$ cat src/rtl/ledsup_pkg.sv
// Shared types and constants of the LED driver state and fault supervisor.
package ledsup_pkg;
   localparam int unsigned CLK_KHZ    = 40000;
   localparam int unsigned T_SS_MS    = 25;
   localparam int unsigned T_BR_MS    = 50;
   localparam int unsigned T_REC_MS   = 100;
   localparam int unsigned T_DIS_MS   = 400;
   localparam int unsigned T_I2C_MS   = 500;
   localparam int unsigned T_SHORT_MS = 5;
   localparam int unsigned SS_CYC     = T_SS_MS * CLK_KHZ;
   localparam int unsigned BR_CYC     = T_BR_MS * CLK_KHZ;
   localparam int unsigned REC_CYC    = T_REC_MS * CLK_KHZ;
   localparam int unsigned DIS_CYC    = T_DIS_MS * CLK_KHZ;
   localparam int unsigned I2C_CYC    = T_I2C_MS * CLK_KHZ;
   localparam int unsigned SHORT_CYC  = T_SHORT_MS * CLK_KHZ;
   localparam int unsigned SS_STEPS   = 256;
   localparam int NCH  = 4;
   localparam int TW   = 25;
   localparam int SW   = 18;
   localparam int DW   = 16;
   localparam int LW   = 8;
   localparam int CW   = 12;
   localparam logic [CW-1:0] CURRENT_SET_PIN_CODE = 12'h3ff;
   localparam int NFLAG      = 7;
   localparam int F_CURRENT_SET_PIN     = 0;
   localparam int F_OTEMP    = 1;
   localparam int F_OPEN     = 2;
   localparam int F_SHORT    = 3;
   localparam int F_GND      = 4;
   localparam int F_INVALID  = 5;
   localparam int F_I2C      = 6;

   typedef enum logic [3:0] {
      ST_INIT      = 4'h0,
      ST_STANDBY   = 4'h1,
      ST_SOFTSTART = 4'h2,
      ST_BOOST_RMP = 4'h3,
      ST_NORMAL    = 4'h4,
      ST_RECOVERY  = 4'h5,
      ST_LATCH     = 4'h6,
      ST_DISCHARGE = 4'h7,
      ST_OFF       = 4'h8
   } ledsup_state_type;

   typedef struct packed {
      logic           en;
      logic           current_set_pin_low;
      logic           overtemp;
      logic           bst_max;
      logic [NCH-1:0] hr_low;
      logic [NCH-1:0] hr_short;
      logic [NCH-1:0] below_hr;
      logic [NCH-1:0] below_gnd;
   } ledsup_anlg_type;

   typedef struct packed {
      logic [NCH-1:0] used;
      logic [1:0]     dim_sel;
      logic [3:0]     bst_freq;
      logic [3:0]     pwm_freq;
   } ledsup_strap_type;

   typedef struct packed {
      ledsup_anlg_type          sync1;
      ledsup_anlg_type          sync2;
      ledsup_state_type         state;
      logic [TW-1:0]            tmr;
      logic [DW-1:0]            ss_div;
      logic [LW-1:0]            ss_lvl;
      logic [NCH-1:0][SW-1:0]   shc;
      logic [TW-1:0]            i2c_cnt;
      logic [NCH-1:0]           dis;
      ledsup_strap_type         strap;
      logic [NFLAG-1:0]         flags;
      logic [CW-1:0]            code;
      logic                     ovr;
      logic                     irq;
      logic                     abort;
   } ledsup_regs_type;
endpackage

$ cat src/rtl/ledsup_top.sv
// State sequencer and LED fault supervisor of a four-channel boost LED driver.
//
// Functional notes
// - Current-set pin low forces code, flags, interrupts.
// - Overtemperature flags, interrupts, standby until it clears.
// - Open string at max boost disables that string.
// - Headroom above short limit over 5ms disables.
// - Soft-start ground short flags and enters recovery.
// - Ramp and normal test idle channels for ground.
// - Unused output not grounded sets invalid flag.
// - Open I2C transaction 500ms flags and aborts.
// - Enable low: all off, discharge 400ms, off.
// - Init: regulator, memory load, strap capture.
// - Configuration writes accepted from standby onward.
// - Standby leaves for soft start when no overtemperature.
// - Soft start lasts 25ms, supply switch ramps.
// - Soft start arms input and ground-short detection.
// - Boost ramp 50ms with reduced current limit.
// - Boost faults armed from boost ramp onward.
// - Normal: strings on only with nonzero brightness.
// - Recovery 100ms off, restart when bright.
// - All strings disabled latches until enable low.
`timescale 1ns/100ps
module ledsup_top
#(
   parameter int unsigned SS_CYC_P    = ledsup_pkg::SS_CYC,
   parameter int unsigned BR_CYC_P    = ledsup_pkg::BR_CYC,
   parameter int unsigned REC_CYC_P   = ledsup_pkg::REC_CYC,
   parameter int unsigned DIS_CYC_P   = ledsup_pkg::DIS_CYC,
   parameter int unsigned I2C_CYC_P   = ledsup_pkg::I2C_CYC,
   parameter int unsigned SHORT_CYC_P = ledsup_pkg::SHORT_CYC
)
(
   input  wire logic                          CLK,
   input  wire logic                          RSTN,
   input  wire ledsup_pkg::ledsup_anlg_type   ANLG,
   input  wire logic                          LDO_READY,
   input  wire logic                          NVM_DONE,
   input  wire logic                          STRAP_DONE,
   input  wire ledsup_pkg::ledsup_strap_type  STRAP_IN,
   input  wire logic                          BRIGHT_NZ,
   input  wire logic                          I2C_OPEN,
   input  wire logic [ledsup_pkg::NFLAG-1:0]  FLAG_CLR,
   output ledsup_pkg::ledsup_state_type       STATE,
   output logic                               LDO_EN,
   output logic                               NVM_LOAD,
   output logic                               STRAP_SAMPLE,
   output ledsup_pkg::ledsup_strap_type       STRAP_OUT,
   output logic                               CFG_WRITE_EN,
   output logic                               SUPPLY_SWITCH_EN,
   output logic [ledsup_pkg::LW-1:0]          SUPPLY_SWITCH_LEVEL,
   output logic                               BOOST_EN,
   output logic                               BOOST_LOW_ILIM,
   output logic                               VIN_FAULT_ARM,
   output logic                               GND_SHORT_ARM,
   output logic                               BOOST_FAULT_ARM,
   output logic [ledsup_pkg::NCH-1:0]         TEST_CURRENT_EN,
   output logic [ledsup_pkg::NCH-1:0]         STRING_EN,
   output logic [ledsup_pkg::NCH-1:0]         BOOST_LOOP_MASK,
   output logic [ledsup_pkg::NCH-1:0]         STRING_DISABLED,
   output logic                               DISCHARGE_EN,
   output logic                               POWER_DOWN,
   output logic                               CURRENT_OVERRIDE,
   output logic [ledsup_pkg::CW-1:0]          STRING_CURRENT_CODE,
   output logic [ledsup_pkg::NFLAG-1:0]       FLAGS,
   output logic                               IRQ_REQ,
   output logic                               I2C_ABORT
);
   import ledsup_pkg::*;

   localparam int unsigned SS_STEP = SS_CYC_P / SS_STEPS;

   ledsup_regs_type   s_ff;
   ledsup_regs_type   nxt_s;
   ledsup_anlg_type   a;
   ledsup_state_type  nst;
   logic [NFLAG-1:0]  set;
   logic [NCH-1:0]    live;
   logic [NCH-1:0]    led_on;
   logic [NCH-1:0]    oth;
   logic [NCH-1:0]    open_hit;
   logic [NCH-1:0]    sh_hit;
   logic [NCH-1:0]    gnd_run;
   logic [NCH-1:0]    gnd_ss;
   logic [NCH-1:0]    inv_ss;
   logic              run;
   logic              act;
   logic              last;

   // Only the second stage of the synchroniser is ever looked at.
   assign a      = s_ff.sync2;
   assign run    = (s_ff.state == ST_BOOST_RMP) || (s_ff.state == ST_NORMAL);
   assign live   = s_ff.strap.used & ~s_ff.dis;
   assign led_on = (s_ff.state == ST_NORMAL) ? (live & {NCH{BRIGHT_NZ}}) : '0;
   assign act    = (s_ff.state != ST_DISCHARGE) && (s_ff.state != ST_OFF);

   always_comb
   begin
      nxt_s       = s_ff;
      nxt_s.sync1 = ANLG;
      nxt_s.sync2 = s_ff.sync1;
      nxt_s.abort = 1'b0;
      set         = '0;
      nst         = s_ff.state;
      open_hit    = '0;
      sh_hit      = '0;
      gnd_run     = '0;
      oth         = '0;
      last        = 1'b0;
      gnd_ss      = s_ff.strap.used & a.below_hr;
      inv_ss      = ~s_ff.strap.used & ~a.below_gnd;

      set[F_CURRENT_SET_PIN] = a.current_set_pin_low;
      nxt_s.ovr   = a.current_set_pin_low;
      nxt_s.code  = a.current_set_pin_low ? CURRENT_SET_PIN_CODE : '0;

      if (!I2C_OPEN)
      begin
         nxt_s.i2c_cnt = '0;
      end
      else if (s_ff.i2c_cnt == TW'(I2C_CYC_P - 1))
      begin
         nxt_s.i2c_cnt = '0;
         nxt_s.abort   = 1'b1;
         set[F_I2C]    = 1'b1;
      end
      else
      begin
         nxt_s.i2c_cnt = s_ff.i2c_cnt + 1'b1;
      end

      for (int i = 0; i < NCH; i++)
      begin
         oth    = live & ~a.hr_short;
         oth[i] = 1'b0;
         open_hit[i] = led_on[i] && a.hr_low[i] && a.bst_max;
         gnd_run[i]  = run && live[i] && !led_on[i] && a.below_gnd[i];
         if (led_on[i] && a.hr_short[i] && (|oth))
         begin
            if (s_ff.shc[i] == SW'(SHORT_CYC_P))
            begin
               sh_hit[i]       = 1'b1;
               nxt_s.shc[i]    = '0;
            end
            else
            begin
               nxt_s.shc[i] = s_ff.shc[i] + 1'b1;
            end
         end
         else
         begin
            nxt_s.shc[i] = '0;
         end
      end

      set[F_OPEN]  = |open_hit;
      set[F_SHORT] = |sh_hit;
      nxt_s.dis    = s_ff.dis | open_hit | sh_hit;

      unique case (s_ff.state)
         ST_INIT:
         begin
            if (LDO_READY && NVM_DONE && STRAP_DONE)
            begin
               nxt_s.strap = STRAP_IN;
               nst         = ST_STANDBY;
            end
         end
         ST_STANDBY:
         begin
            if (!a.overtemp)
            begin
               nst = ST_SOFTSTART;
            end
         end
         ST_SOFTSTART:
         begin
            last = (s_ff.tmr == TW'(SS_CYC_P - 1));
            if (last)
            begin
               set[F_INVALID] = |inv_ss;
               set[F_GND]     = |gnd_ss;
               nst = (|gnd_ss) ? ST_RECOVERY : ST_BOOST_RMP;
            end
         end
         ST_BOOST_RMP:
         begin
            if (|gnd_run)
            begin
               set[F_GND] = 1'b1;
               nst        = ST_RECOVERY;
            end
            else if (s_ff.tmr == TW'(BR_CYC_P - 1))
            begin
               nst = ST_NORMAL;
            end
         end
         ST_NORMAL:
         begin
            if (|gnd_run)
            begin
               set[F_GND] = 1'b1;
               nst        = ST_RECOVERY;
            end
            else if ((s_ff.strap.used != '0) && ((s_ff.strap.used & ~nxt_s.dis) == '0))
            begin
               nst = ST_LATCH;
            end
         end
         ST_RECOVERY:
         begin
            if ((s_ff.tmr >= TW'(REC_CYC_P - 1)) && BRIGHT_NZ)
            begin
               nst = ST_STANDBY;
            end
         end
         ST_LATCH:
         begin
            nst = ST_LATCH;
         end
         ST_DISCHARGE:
         begin
            if (s_ff.tmr == TW'(DIS_CYC_P - 1))
            begin
               nst = ST_OFF;
            end
         end
         ST_OFF:
         begin
            if (a.en)
            begin
               nst       = ST_INIT;
               nxt_s.dis = '0;
            end
         end
         default:
         begin
            nst = ST_INIT;
         end
      endcase

      if (act && (s_ff.state != ST_INIT) && (s_ff.state != ST_LATCH) && a.overtemp)
      begin
         set[F_OTEMP] = 1'b1;
         nst          = ST_STANDBY;
      end
      if (act && !a.en)
      begin
         nst = ST_DISCHARGE;
      end

      nxt_s.state = nst;
      if (nst != s_ff.state)
      begin
         nxt_s.tmr = '0;
      end
      else if (s_ff.tmr != '1)
      begin
         nxt_s.tmr = s_ff.tmr + 1'b1;
      end

      // The supply switch steps up evenly across the soft start.
      if (s_ff.state == ST_SOFTSTART)
      begin
         if (s_ff.ss_div == DW'(SS_STEP - 1))
         begin
            nxt_s.ss_div = '0;
            if (s_ff.ss_lvl != '1)
            begin
               nxt_s.ss_lvl = s_ff.ss_lvl + 1'b1;
            end
         end
         else
         begin
            nxt_s.ss_div = s_ff.ss_div + 1'b1;
         end
      end
      else
      begin
         nxt_s.ss_div = '0;
         nxt_s.ss_lvl = run ? '1 : '0;
      end

      // A new event wins over a clear in the same cycle.
      nxt_s.flags = (s_ff.flags & ~FLAG_CLR) | set;
      nxt_s.irq   = |(set & (~s_ff.flags | FLAG_CLR));
   end

   always_ff @(posedge CLK or negedge RSTN)
   begin
      if (!RSTN)
      begin
         // The enable stages start high so that leaving reset is not read as enable low.
         s_ff          <= '0;
         s_ff.sync1.en <= 1'b1;
         s_ff.sync2.en <= 1'b1;
      end
      else
      begin
         s_ff <= nxt_s;
      end
   end

   assign STATE               = s_ff.state;
   assign LDO_EN              = (s_ff.state != ST_OFF);
   assign NVM_LOAD            = (s_ff.state == ST_INIT) && LDO_READY && !NVM_DONE;
   assign STRAP_SAMPLE        = (s_ff.state == ST_INIT) && LDO_READY && NVM_DONE;
   assign STRAP_OUT           = s_ff.strap;
   assign CFG_WRITE_EN        = act && (s_ff.state != ST_INIT);
   assign SUPPLY_SWITCH_EN    = run || (s_ff.state == ST_SOFTSTART);
   assign SUPPLY_SWITCH_LEVEL = s_ff.ss_lvl;
   assign BOOST_EN            = run;
   assign BOOST_LOW_ILIM      = (s_ff.state == ST_BOOST_RMP);
   assign VIN_FAULT_ARM       = SUPPLY_SWITCH_EN;
   assign GND_SHORT_ARM       = SUPPLY_SWITCH_EN;
   assign BOOST_FAULT_ARM     = run;
   assign TEST_CURRENT_EN     = (s_ff.state == ST_SOFTSTART) ? '1 :
                                run ? (live & ~led_on) : '0;
   assign STRING_EN           = led_on;
   assign BOOST_LOOP_MASK     = live;
   assign STRING_DISABLED     = s_ff.dis;
   assign DISCHARGE_EN        = (s_ff.state == ST_DISCHARGE);
   assign POWER_DOWN          = (s_ff.state == ST_OFF);
   assign CURRENT_OVERRIDE    = s_ff.ovr;
   assign STRING_CURRENT_CODE = s_ff.code;
   assign FLAGS               = s_ff.flags;
   assign IRQ_REQ             = s_ff.irq;
   assign I2C_ABORT           = s_ff.abort;
endmodule

$ cat config.mk
export PLATFORM = sky130hd
export DESIGN_NAME = ledsup_top
export DESIGN_NICKNAME = d
export VERILOG_FILES = /design/src/rtl/ledsup_pkg.sv /design/src/rtl/ledsup_top.sv
export SDC_FILE = /design/constraint.sdc
export NUM_CORES = 1
export LEC_CHECK = 0
export ABC_AREA = 1
export BUFFER_PORTS_ARGS = -buffer_cell sky130_fd_sc_hd__buf_2
export CAP_MARGIN = 20
export CORE_UTILIZATION = 35
export DETAILED_ROUTE_END_ITERATION = 8
export PLACE_DENSITY = 0.59
export SKIP_CTS_REPAIR_TIMING = 1
export SLEW_MARGIN = 20
export SYNTH_ARGS = -nofsm -noshare
export SYNTH_HDL_FRONTEND = slang
export SYNTH_SLANG_ARGS = --single-unit
$ cat constraint.sdc
create_clock -name CLK -period 6.6 [get_ports CLK]
set_clock_uncertainty 0.2 [all_clocks]
set_input_delay 0.66 -clock CLK [delete_from_list [all_inputs] [get_ports CLK]]
set_output_delay 0.66 -clock CLK [all_outputs]
set_load 0.05 [all_outputs]
* Word level (Yosys, flattened, before mapping)
Index checks and enable logic that the tools add are counted.
** Operators by class
- Add/subtract/negate cells :: 8
- $mul :: 0
- Div/mod/pow operators :: 0
- Magnitude comparators :: 1
- Eq/ne operators :: 25
- Shift operators :: 0
- Multiplexer cells :: 52
- Bitwise gates (word level) :: 21
- Reduce and logical (&&, ||, !) cells :: 66
** Operator list (number)
- $mux 18 :: 8
- $mux 25 :: 4
- $add 18x1->18 const B :: 4
- $eq 18x18->1 const B :: 4
- $mux 4 :: 17
- $add 25x1->25 const B :: 2
- $logic_and 1x1->1 :: 40
- $pmux 4 s9 :: 1
- $and 4x4->4 :: 7
- $eq 25x20->1 const B :: 1
- $eq 25x21->1 const B :: 1
- $eq 25x24->1 const B :: 1
- $eq 25x25->1 const B :: 1
- $ge 25x22->1 const B :: 1
- $ne 25x25->1 const B :: 1
- $mux 24 :: 1
- $mux 8 :: 3
- $not 4->4 :: 6
- $reduce_or 4->1 :: 5
- $add 16x1->16 const B :: 1
- $eq 16x12->1 const B :: 1
- $eq 4x3->1 const B :: 4
- $mux 16 :: 1
- $and 7x7->7 :: 2
- 26 further kinds :: 56
** Word-level totals
- Flip-flop bits (word level) :: 228
- Latch bits :: 0
- Memory bits (writable) :: 0
- Memory bits (read-only) :: 0
- Input bits :: 48
- Output and inout bits :: 76
- Word-level logic and storage cells :: 208
- Memories kept :: 0

* Depth between registers and ports, before layout
Gate-level depths: netlist (run 1).
- Depth after elaboration :: 19
- Gate-level depth with buffers :: 18
- Gate-level depth less buffers :: 17

* Least setup slack after synthesis (run 1)
No wires, ideal clock.
- Path kind :: flip-flop to output port
- Start point :: reg s_ff, in the netlist STATE[1]
- End point :: out TEST_CURRENT_EN[0] (netlist bit)
- Arrival time :: 2.230 ns
- Required time :: 5.740 ns
- Slack :: 3.510 ns
- Stages on the path, launching flop included :: 8
- Path buffers :: 2
- Cells stage by stage :: dfrtp_1 clkbuf_8 nor2_2 nand2_1 nand2_2 buf_6 nand2_1 o21ai_0
** Between the ends
- Elaborated cells between the ends (all ways) :: 9
** RTL lines
- start, declared :: RTL line ledsup_top.sv:73 : ledsup_regs_type s_ff;
- start signal, assigned :: RTL line ledsup_top.sv:300 : s_ff <= nxt_s;
- $eq 4x2->1 or $eq 4x3->1 (tied branches) :: RTL line ledsup_top.sv:92 : assign run = (s_ff.state == ST_BOOST_RMP) || (s_ff.state == ST_NORMAL);
- $logic_or 1x1->1 (*) :: RTL line ledsup_top.sv:92
- net BOOST_EN :: RTL line ledsup_top.sv:52 : output logic BOOST_EN,
- $mux 4 (*) :: RTL line ledsup_top.sv:318 : run ? (live & ~led_on) : '0;
- $mux 4 (*) :: RTL line ledsup_top.sv:317 : assign TEST_CURRENT_EN = (s_ff.state == ST_SOFTSTART) ? '1 :
- end, declared :: RTL line ledsup_top.sv:57 : output logic [ledsup_pkg::NCH-1:0] TEST_CURRENT_EN,
The timed path passes the listed nets; every way through them passes the cells marked *.

* Worst setup path in the final report (run 1)
- Start point :: reg s_ff, in the netlist STATE[3]
- End point :: out TEST_CURRENT_EN[3] (netlist bit)
** Between the ends
- Longest elaborated chain between the ends :: 6
- Elaborated cells between the ends (all ways) :: 9
** Ends and longest elaborated chain
- $eq 4x3->1 :: RTL line ledsup_top.sv:92, ledsup_top.sv:94
- $mux 4 :: RTL line ledsup_top.sv:94 : assign led_on = (s_ff.state == ST_NORMAL) ? (live & {NCH{BRIGHT_NZ}}) : '0;
- $not 4->4 :: RTL line ledsup_top.sv:318
- $and 4x4->4 :: RTL line ledsup_top.sv:318
- $mux 4 :: RTL line ledsup_top.sv:318
- $mux 4 (*) :: RTL line ledsup_top.sv:317
Mark *: on every way between the ends. The rest lies on a longest branch, timed or not.

==> flow_summary.yaml, run 1 <==
status:
  outcome: "complete, no violations"
final_layout:
  nFillCells: 3363
  final-seq-area_sq_mm: 0.00546
  fin_nets: 1599
  area_delta_synth_final_pct: 13.7
  drive_gt1_share_pct: 15.5
  multi_input_area_sq_mm: 0.00483
route:
  wl_per_cell_microns: 13.9
  drt_iter0_markers: 677
  drt_wl_total_microns: 27800
  via_count: 9557
  viasPerCell: 4.77
  drtPass1Iterations: 5
  drc: 0
  ant_nets: 0
hold_path:
  hp-start: "ANLG[18]"
  holdPathEnd: "nxt_s[208]"
  holdPathStages: 1
  hold_path_class: "in2reg"
clocking:
  cts-htree-levels: 1
  root_buffer: "clkbuf_16"
  clk_pin_slew_ns: 0.06
  cts_tree: "yes"
  insertion_delay_ns: 0.53
  cts_sinks: 218
  cts_buffer_depth: 3
  cts_buffers: 27
power:
  p_switching_mw: 0.651
  switching_share_pct: 21.6
  sequentialPowerShare_pct: 45.3
  p_clk_share_pct: 51.6
  powerDensity_mw_per_mm2: 227
  p_int_mw: 2.37
  p_leak_nw: 6.10
  pwr-share-comb_pct: 3.1
  vdd_drop_max_mv: 0.168
critical_path:
  worstPathMaxFanout: 14
  cp-start-kind: "flop"
  arrival_ns: 2.50
  crit_type: "reg2out"
  r2r_setup_slack_ns: 3.53
  worstPathCellList: "nor2_1 -> and3_1 -> inv_1 -> o21ai_0 -> buf_2"
  cp-end-kind: "primary output"
  cp_slowest_cell: "dfrtp_1"
  worstReg2RegEnd: "SUPPLY_SWITCH_LEVEL[4]"
  worst-path-buf-inv: 2
  reg2reg_from: "STATE[3]"
  cpLargestDelayFamily: "simple AND/OR/NAND/NOR gates"
  cpPeakStageDelay_ns: 0.45
  cp.required_ns: 5.74
  reg2reg_depth: 9
floorplanning:
  start_util_pct: 35.7
  fp.dieW_microns: 185
  chipHeight_microns: 185
  num_rows: 66
  core-area_sq_mm: 0.0327
  num_io_pins: 124
  dieArea_sq_mm: 0.0341
logic_synthesis:
  syn_avg_cell_area_sq_um: 8.03
  syn_area_sq_mm: 0.0117
  yosys.cell_types.count: 46
  synth_fa_ha_area_share_pct: 1.39
  synth_xor_xnor_area_share_pct: 2.02
  synth_warnings: 0
  synth_top_family_by_area: "simple AND/OR/NAND/NOR gates"
  synth_compound_area_share_pct: 7.95
  ys_seq_area_share_pct: 46.7
  muxShareOfSynthArea_pct: 1.06
  synthSimpleGateAreaFrac_pct: 28.8
  synthCells: 1456
  synth.ff_latch_count: 218
sta:
  setup_viol: 0
  rsz0062_at_grt: "no"
  fin_setup_tns_ns: 0
  holdWs_ns: 0.0276
  max_slew_margin_pct: 43.0
  fin_crit_ns: 3.36
  max_freq_mhz: 297
  tightest_slew_ns: 0.855
  final_hold_viol_count: 0
  post-route-period-util_pct: 50.9
  maxSlewViolCount: 0
job:
  drv_cap: 0
global_route:
  grt_max_degree: 89
  track_usage_pct: 16.9
  overflow: 0
  grt_pass1_vias: 9262
  antenna_found_initial: 1
  grt_pass1_wl_microns: 46400
placement:
  portBuffers: 121
  place_hpwl_microns: 20900
  gp_congestion: 0.910
## through the flow
step	instances	area, sq um	power, mW	setup slack, ns	util, %
after floorplan	1457	11700	1.44	3.51	-
after global placement	1949	12300	1.49	3.66	37.7
after detailed placement	1949	12300	1.49	3.55	37.7
after CTS	1999	13300	3.07	3.22	40.6
after global routing	2002	13300	3.13	3.11	40.6
final	2002	13300	3.02	3.24	40.6
## Yosys cell counts, drive strengths merged
library cell,n,share of area [%]
mux2,11,1.1
clkinv,2,0.064
and3,1,0.054
clkbuf,10,0.42
nand4,41,2.2
nor3,84,4.5
nor3b,16,1.1
a21oi,71,3.1
conb,1,0.032
o21a,13,0.83
a31oi,7,0.37
buf,63,4.4
o21ai,56,2.4
dfstp,2,0.45
xor2,25,1.9
nand3,78,3.6
nand2,252,8.4
dfrtp,216,46
inv,224,7.2
a221oi,1,0.075
xnor2,2,0.15
nor4,15,0.80
o21bai,2,0.13
ha,13,1.4
a22oi,6,0.39
o2111ai,1,0.075
a211oi,7,0.45
nand3b,6,0.39
nor2,227,7.8
o22ai,3,0.16
## worst max-delay path by stage
stage / startpoint / to / cells past startpoint
after global routing: STATE[3] / TEST_CURRENT_EN[3] / 5
after floorplan: STATE[1] / TEST_CURRENT_EN[0] / 7
final: STATE[3] / TEST_CURRENT_EN[3] / 5
after global placement: NVM_DONE / s_ff[161] / 11
after detailed placement: STATE[3] / SUPPLY_SWITCH_LEVEL[6] / 9
after CTS: STATE[3] / TEST_CURRENT_EN[3] / 5
## routing by layer
| layer | global-route usage, % | wire length, microns | vias to the layer above |
|---|---|---|---|
| met4 | 5.65 | 899 | 0 |
| met3 | 2.15 | 1320 | 47 |
| li1 | - | - | 4804 |
| met1 | 22.7 | 12700 | 4470 |
| met2 | 28.0 | 12900 | 236 |
| met5 | 0 | 0 | - |
## cell usage in the layout, fill, tap and decap left out, types with 3 or more instances in the layout
cell type / synthesis / routed
dfrtp_1: 216 / 216
nand3_2: 3 / 3
o21a_1: 13 / 13
clkbuf_16: 0 / 27
clkinv_2: 0 / 6
bufinv_16: 0 / 5
inv_1: 217 / 217
mux2_2: 11 / 11
a211oi_1: 7 / 7
ha_1: 13 / 13
nand4_1: 40 / 40
nand3_1: 74 / 74
xor2_1: 25 / 25
nor3b_1: 15 / 15
nor3_2: 22 / 22
nor2_4: 4 / 4
inv_2: 7 / 7
nand2_2: 10 / 10
clkbuf_1: 8 / 6
a22oi_1: 6 / 6
nand3b_1: 6 / 6
nor3_1: 62 / 62
a31oi_1: 7 / 7
clkbuf_8: 1 / 4
a21oi_1: 70 / 70
buf_2: 2 / 120
nor2_1: 213 / 213
nand2_1: 241 / 241
o22ai_1: 3 / 3
nor2_2: 10 / 10
o21ai_0: 56 / 56
nor4_1: 15 / 15
## state kept, by name, summed over array words and instances (netlist names)
signal / cells
a: 20
IRQ_REQ: 1
STRING_CURRENT_CODE: 1
STATE: 4
I2C_ABORT: 1
SUPPLY_SWITCH_LEVEL: 8
STRING_DISABLED: 4
s_ff: 138
nxt_s: 20
FLAGS: 7
STRAP_OUT: 14
## power groups by stage
stage,logic (mW),registers [mW],clock network (mW)
detailed placement,0.0964,1.39,0
global placement,0.0959,1.39,0
CTS,0.0966,1.37,1.60
finish,0.0945,1.37,1.56
global route,0.106,1.37,1.66
floorplan,0.0482,1.39,0
## cell families after synthesis
logic type                 after synthesis
AOI/OAI and AO/OA                      167
xor gates and xnor gates                27
adders and majority gates               13
buffers and inverters                  299
DFF                                    218
muxes                                   11
other                                    1
and+or+nand+nor                        720
## layout make-up
cell class / instances / area share, %
Antenna cell: 1 / 0.0188
Timing Repair Buffer: 125 / 4.90
Tap cell: 442 / 4.16
Clock buffer: 37 / 5.67
Multi-Input combinational cell: 940 / 36.3
Sequential cell: 218 / 41.1
Clock inverter: 13 / 1.48
Inverter: 226 / 6.38
No activity file was read; power rests on OpenSTA's default activity.
==> inputs of run 2 (changes only) <==
--- a/config.mk
+++ b/config.mk
@@ -10,7 +10,7 @@
 export CAP_MARGIN = 20
 export CORE_UTILIZATION = 35
 export DETAILED_ROUTE_END_ITERATION = 8
-export PLACE_DENSITY = 0.59
+export PLACE_DENSITY = 0.61
 export SKIP_CTS_REPAIR_TIMING = 1
 export SLEW_MARGIN = 20
 export SYNTH_ARGS = -nofsm -noshare
==> constraint.sdc (replaced) <==
create_clock -name CLK -period 2.73 [get_ports CLK]
set_clock_uncertainty 0.2 [all_clocks]
set_input_delay 0.273 -clock CLK [delete_from_list [all_inputs] [get_ports CLK]]
set_output_delay 0.273 -clock CLK [all_outputs]
set_load 0.05 [all_outputs]
==> run 2 against run 1 <==
Against the previous run:
- hold slack gained 0.059 ns
- first-iteration DRC count grew 10%
- global-route usage up 0.34 points
- sequential power is 140% higher
- combinational power rose to 3.1 times the previous value
- core utilization increased by 3.9 points
- critical endpoint is now TEST_CURRENT_EN[2]
==> flow_summary.yaml, run 2 (synthesis results as in run 1) <==
power:
  p_clk_share_pct: 48.9
  p_leak_nw: 6.64
  vdd_drop_max_mv: 0.443
  design_power_total_mw: 7.04
  p_switching_mw: 1.60
  pwr-share-comb_pct: 4.2
  powerDensity_mw_per_mm2: 484
  sequentialPowerShare_pct: 46.9
  p_int_mw: 5.44
  switching_share_pct: 22.7
route:
  wl_per_cell_microns: 14.3
  via_count: 10002
  drtPass1Iterations: 6
  viasPerCell: 4.74
  ant_nets: 0
  drt_iter0_markers: 746
  drt_wl_total_microns: 30200
  drc: 0
global_route:
  antenna_found_initial: 0
  grt_max_degree: 74
  grt_pass1_wl_microns: 47200
  grt_pass1_vias: 9348
  overflow: 0
  track_usage_pct: 17.2
final_layout:
  finalNonFillerCells: 2109
  final_common_cell: "nand2_1"
  n_antenna_cell: 0
  fin_nets: 1708
  top_register: "s_ff"
  design_area_sq_mm: 0.0146
  nFillCells: 3243
  drive_gt1_share_pct: 21.7
  largest_register_ffs: 138
  layout_common_cells: "nand2_1 (234), inv_1 (213), dfrtp_1 (205), nor2_1 (199), buf_2 (113)"
  area_delta_synth_final_pct: 24.6
  post-route-util_pct: 44.5
critical_path:
  r2r_setup_slack_ns: 0.09
  reg2reg_from: "STATE[1]"
  cp-end-kind: "primary output"
  crit_type: "reg2out"
  critical_path.startpoint: "STATE[1]"
  cp.required_ns: 2.26
  worstPathMaxFanout: 9
  arrival_ns: 2.19
  cp-start-kind: "flop"
clocking:
  cts_buffer_depth: 3
  cts-htree-levels: 1
  root_buffer: "clkbuf_16"
  clk_pin_slew_ns: 0.06
  insertion_delay_ns: 0.54
  cts_buffers: 26
  cts_tree: "yes"
  cts_sinks: 218
sta:
  setup_viol: 0
  maxSlewViolCount: 0
  rsz0062_at_grt: "yes"
  tightest_slew_ns: 0.811
  fin_crit_ns: 2.67
  max_slew_margin_pct: 45.4
  post-route-period-util_pct: 97.7
  max_freq_mhz: 375
  final_hold_viol_count: 0
  fin_ws_ns: 0.0621
floorplanning:
  dieArea_sq_mm: 0.0341
  fp.dieW_microns: 185
  num_rows: 66
  core-area_sq_mm: 0.0327
  chipHeight_microns: 185
  num_io_pins: 124
  start_util_pct: 35.7
placement:
  portBuffers: 121
  place_area_sq_mm: 0.0126
  place_ws_ns: 0.0304
  place_hpwl_microns: 21600
  gp_congestion: 0.922
  dp_cells: 1983
status:
  outcome: "complete, no violations"
job:
  drv_cap: 0
hold_path:
  hold_path_class: "in2async"
==> run 2: cell type report <==
type                    count  area, sq um  share of cell area, %
flip-flops and latches    218         5470                   37.6
multi-input cells         943         5150                   35.4
repair buffers            232         1670                   11.5
inverters                 226          853                   5.86
clock buffers              36          728                   5.00
well taps                 442          553                   3.80
clock inverters            12          129                  0.885
==> run 2: power by group through the flow <==
stage	clock [mW]	sequential, mW	combinational [mW]
after global routing	3.69	3.30	0.328
after floorplan	0	3.36	0.117
after detailed placement	0	3.36	0.251
after CTS	3.55	3.30	0.253
final	3.44	3.30	0.295
after global placement	0	3.36	0.250
==> run 2: through the flow <==
stage                     TNS [ns]  hold slack, ns
final                            0          0.0862
after global routing         -1.16           0.143
after CTS                    -1.49          -0.474
after detailed placement         0          0.0804
after global placement           0          0.0881
after floorplan                  0          -0.223
==> run 2: critical path, stage by stage (launching register included) <==
cell	delay, ns
dfrtp_2	0.44
nor2_2	0.19
nand2_1	0.12
nand2_2	0.13
buf_4	0.18
nand2_1	0.11
o21ai_1	0.27
buf_6	0.21
==> run 2: metal layers <==
layer	track usage, %	vias to the layer above	wire (microns)	part of all wire, %
met5	0	-	0	0
met4	4.76	0	773	2.6
met3	2.61	53	1430	4.7
met2	28.6	233	14100	47
met1	23.3	4676	13900	46
li1	-	5040	-	-
==> run 2: path summary, 6_finish.rpt <==
| kind | end | cells after the start |
|---|---|---|
| hold / removal | STRING_CURRENT_CODE[8] | 2 |
| max in group asynchronous | a[19] | 3 |
| hold reg to reg | a[14] | 0 |
| min in group CLK | a[14] | 0 |
| setup reg to reg | s_ff[172] | 14 |
| setup / recovery | TEST_CURRENT_EN[2] | 7 |
==> inputs of run 3 (changes only) <==
--- a/config.mk
+++ b/config.mk
@@ -9,6 +9,7 @@
 export BUFFER_PORTS_ARGS = -buffer_cell sky130_fd_sc_hd__buf_2
 export CAP_MARGIN = 20
 export CORE_UTILIZATION = 35
+export CTS_BUF_LIST = sky130_fd_sc_hd__clkbuf_8
 export DETAILED_ROUTE_END_ITERATION = 8
 export PLACE_DENSITY = 0.61
 export SKIP_CTS_REPAIR_TIMING = 1
==> run 3 against run 2 <==
Against the previous run:
- die area stayed put
- non-clock buffer count shrank 20
- first-iteration DRC count decreased by 12%
- global-route usage rose by 0.11 points
- largest cell class unchanged
==> flow_summary.yaml, run 3 (synthesis results as in run 1) <==
status:
  outcome: "complete, no violations"
sta:
  fin_setup_tns_ns: 0
  max_slew_margin_pct: 50.1
  tightest_slew_ns: 0.741
  post-route-period-util_pct: 97.5
  max_freq_mhz: 376
  fin_ws_ns: 0.0689
  final_hold_viol_count: 0
  holdWs_ns: 0.0410
  setup_viol: 0
  rsz0062_at_grt: "yes"
  maxSlewViolCount: 0
  fin_crit_ns: 2.66
final_layout:
  drive_gt1_share_pct: 20.4
  top_register: "s_ff"
  fin_nets: 1701
  n_antenna_cell: 0
  nFillCells: 3290
  largest_register_ffs: 138
  layout_common_cells: "nand2_1 (238), inv_1 (225), dfrtp_1 (209), nor2_1 (200), buf_2 (113)"
  area_delta_synth_final_pct: 22.2
  design_area_sq_mm: 0.0143
  post-route-util_pct: 43.7
  final_common_cell: "nand2_1"
  finalNonFillerCells: 2112
power:
  p_leak_nw: 6.56
  vdd_drop_max_mv: 0.285
  design_power_total_mw: 7.01
  powerDensity_mw_per_mm2: 491
placement:
  place_hpwl_microns: 21600
  gp_congestion: 0.922
  portBuffers: 121
  place_area_sq_mm: 0.0126
  dp_cells: 1983
  place_ws_ns: 0.0304
clocking:
  cts_tree: "yes"
  root_buffer: "clkbuf_8"
  insertion_delay_ns: 0.57
  cts_buffers: 41
  cts_buffer_depth: 3
  clk_pin_slew_ns: 0.06
  cts-htree-levels: 2
  cts_sinks: 218
floorplanning:
  num_rows: 66
  chipHeight_microns: 185
  num_io_pins: 124
  fp.dieW_microns: 185
  core-area_sq_mm: 0.0327
  dieArea_sq_mm: 0.0341
  start_util_pct: 35.7
critical_path:
  worstPathCellList: "nor2_4 -> and3_2 -> inv_1 -> buf_4 -> o21ai_1 -> buf_6"
  worst-path-buf-inv: 3
  cp-start-kind: "flop"
  cpPeakStageDelay_ns: 0.46
  crit_type: "reg2out"
  cp.required_ns: 2.26
  arrival_ns: 2.19
  cp-end-kind: "primary output"
  cp_slowest_cell: "dfrtp_2"
  worstPathMaxFanout: 12
  cpLargestDelayFamily: "buffers and inverters"
global_route:
  overflow: 0
  track_usage_pct: 17.3
  grt_max_degree: 74
  grt_pass1_wl_microns: 47100
  grt_pass1_vias: 9436
  antenna_found_initial: 0
route:
  drc: 0
  drtPass1Iterations: 5
  ant_nets: 0
  met3_length_microns: 1650
  highest_layer: "met4"
  via_count: 9928
  viasPerCell: 4.70
  wl_met1_microns: 13600
  met2_length_microns: 14000
  wl_per_cell_microns: 14.2
  drt_wl_total_microns: 29900
  drt_iter0_markers: 659
job:
  drv_cap: 0
hold_path:
  hold_path_class: "in2reg"
==> run 3: layout make-up <==
type                            instances  area, sq um  share of cell area (%)
Clock buffer                           55          757                    5.30
Clock inverter                         18          146                    1.02
Inverter                              226          851                    5.96
Multi-Input combinational cell        941         4990                    34.9
Sequential cell                       218         5470                    38.3
Tap cell                              442          553                    3.87
Timing Repair Buffer                  212         1520                    10.7
==> run 3: metal layers <==
| layer | global-route usage [%] | vias to the layer above |
|---|---|---|
| met5 | 0 | - |
| met4 | 5.92 | 0 |
| met3 | 3.38 | 48 |
| met2 | 28.2 | 253 |
| met1 | 23.0 | 4602 |
| li1 | - | 5025 |
==> run 3: path summary, 6_finish.rpt <==
path / startpoint / cells after the start / slack (ns) / to
max in group asynchronous: RSTN / 3 / 1.47 / a[19]
worst max register to register: s_ff[176] / 16 / 0.14 / s_ff[161]
worst max-delay path: STATE[3] / 6 / 0.07 / TEST_CURRENT_EN[2]
worst min-delay path: BRIGHT_NZ / 6 / 0.04 / STATE[2]
min in group asynchronous: RSTN / 2 / 0.07 / STRING_CURRENT_CODE[8]
worst min register to register: nxt_s[203] / 0 / 0.15 / a[13]
==> run 3: report_power, final <==
part | internal [mW] | total (mW) | leakage, nW | switching, mW
Clock | 2.00 | 3.42 | 0.505 | 1.41
Combinational | 0.105 | 0.296 | 3.19 | 0.191
Sequential | 3.28 | 3.30 | 2.86 | 0.0240
==> run 3: tightest hold or removal path: stages <==
cell,delay [ns]
buf_2,0.14
nand2_1,0.07
nand2_1,0.05
nand2_1,0.09
nand2_2,0.08
nand2_2,0.06
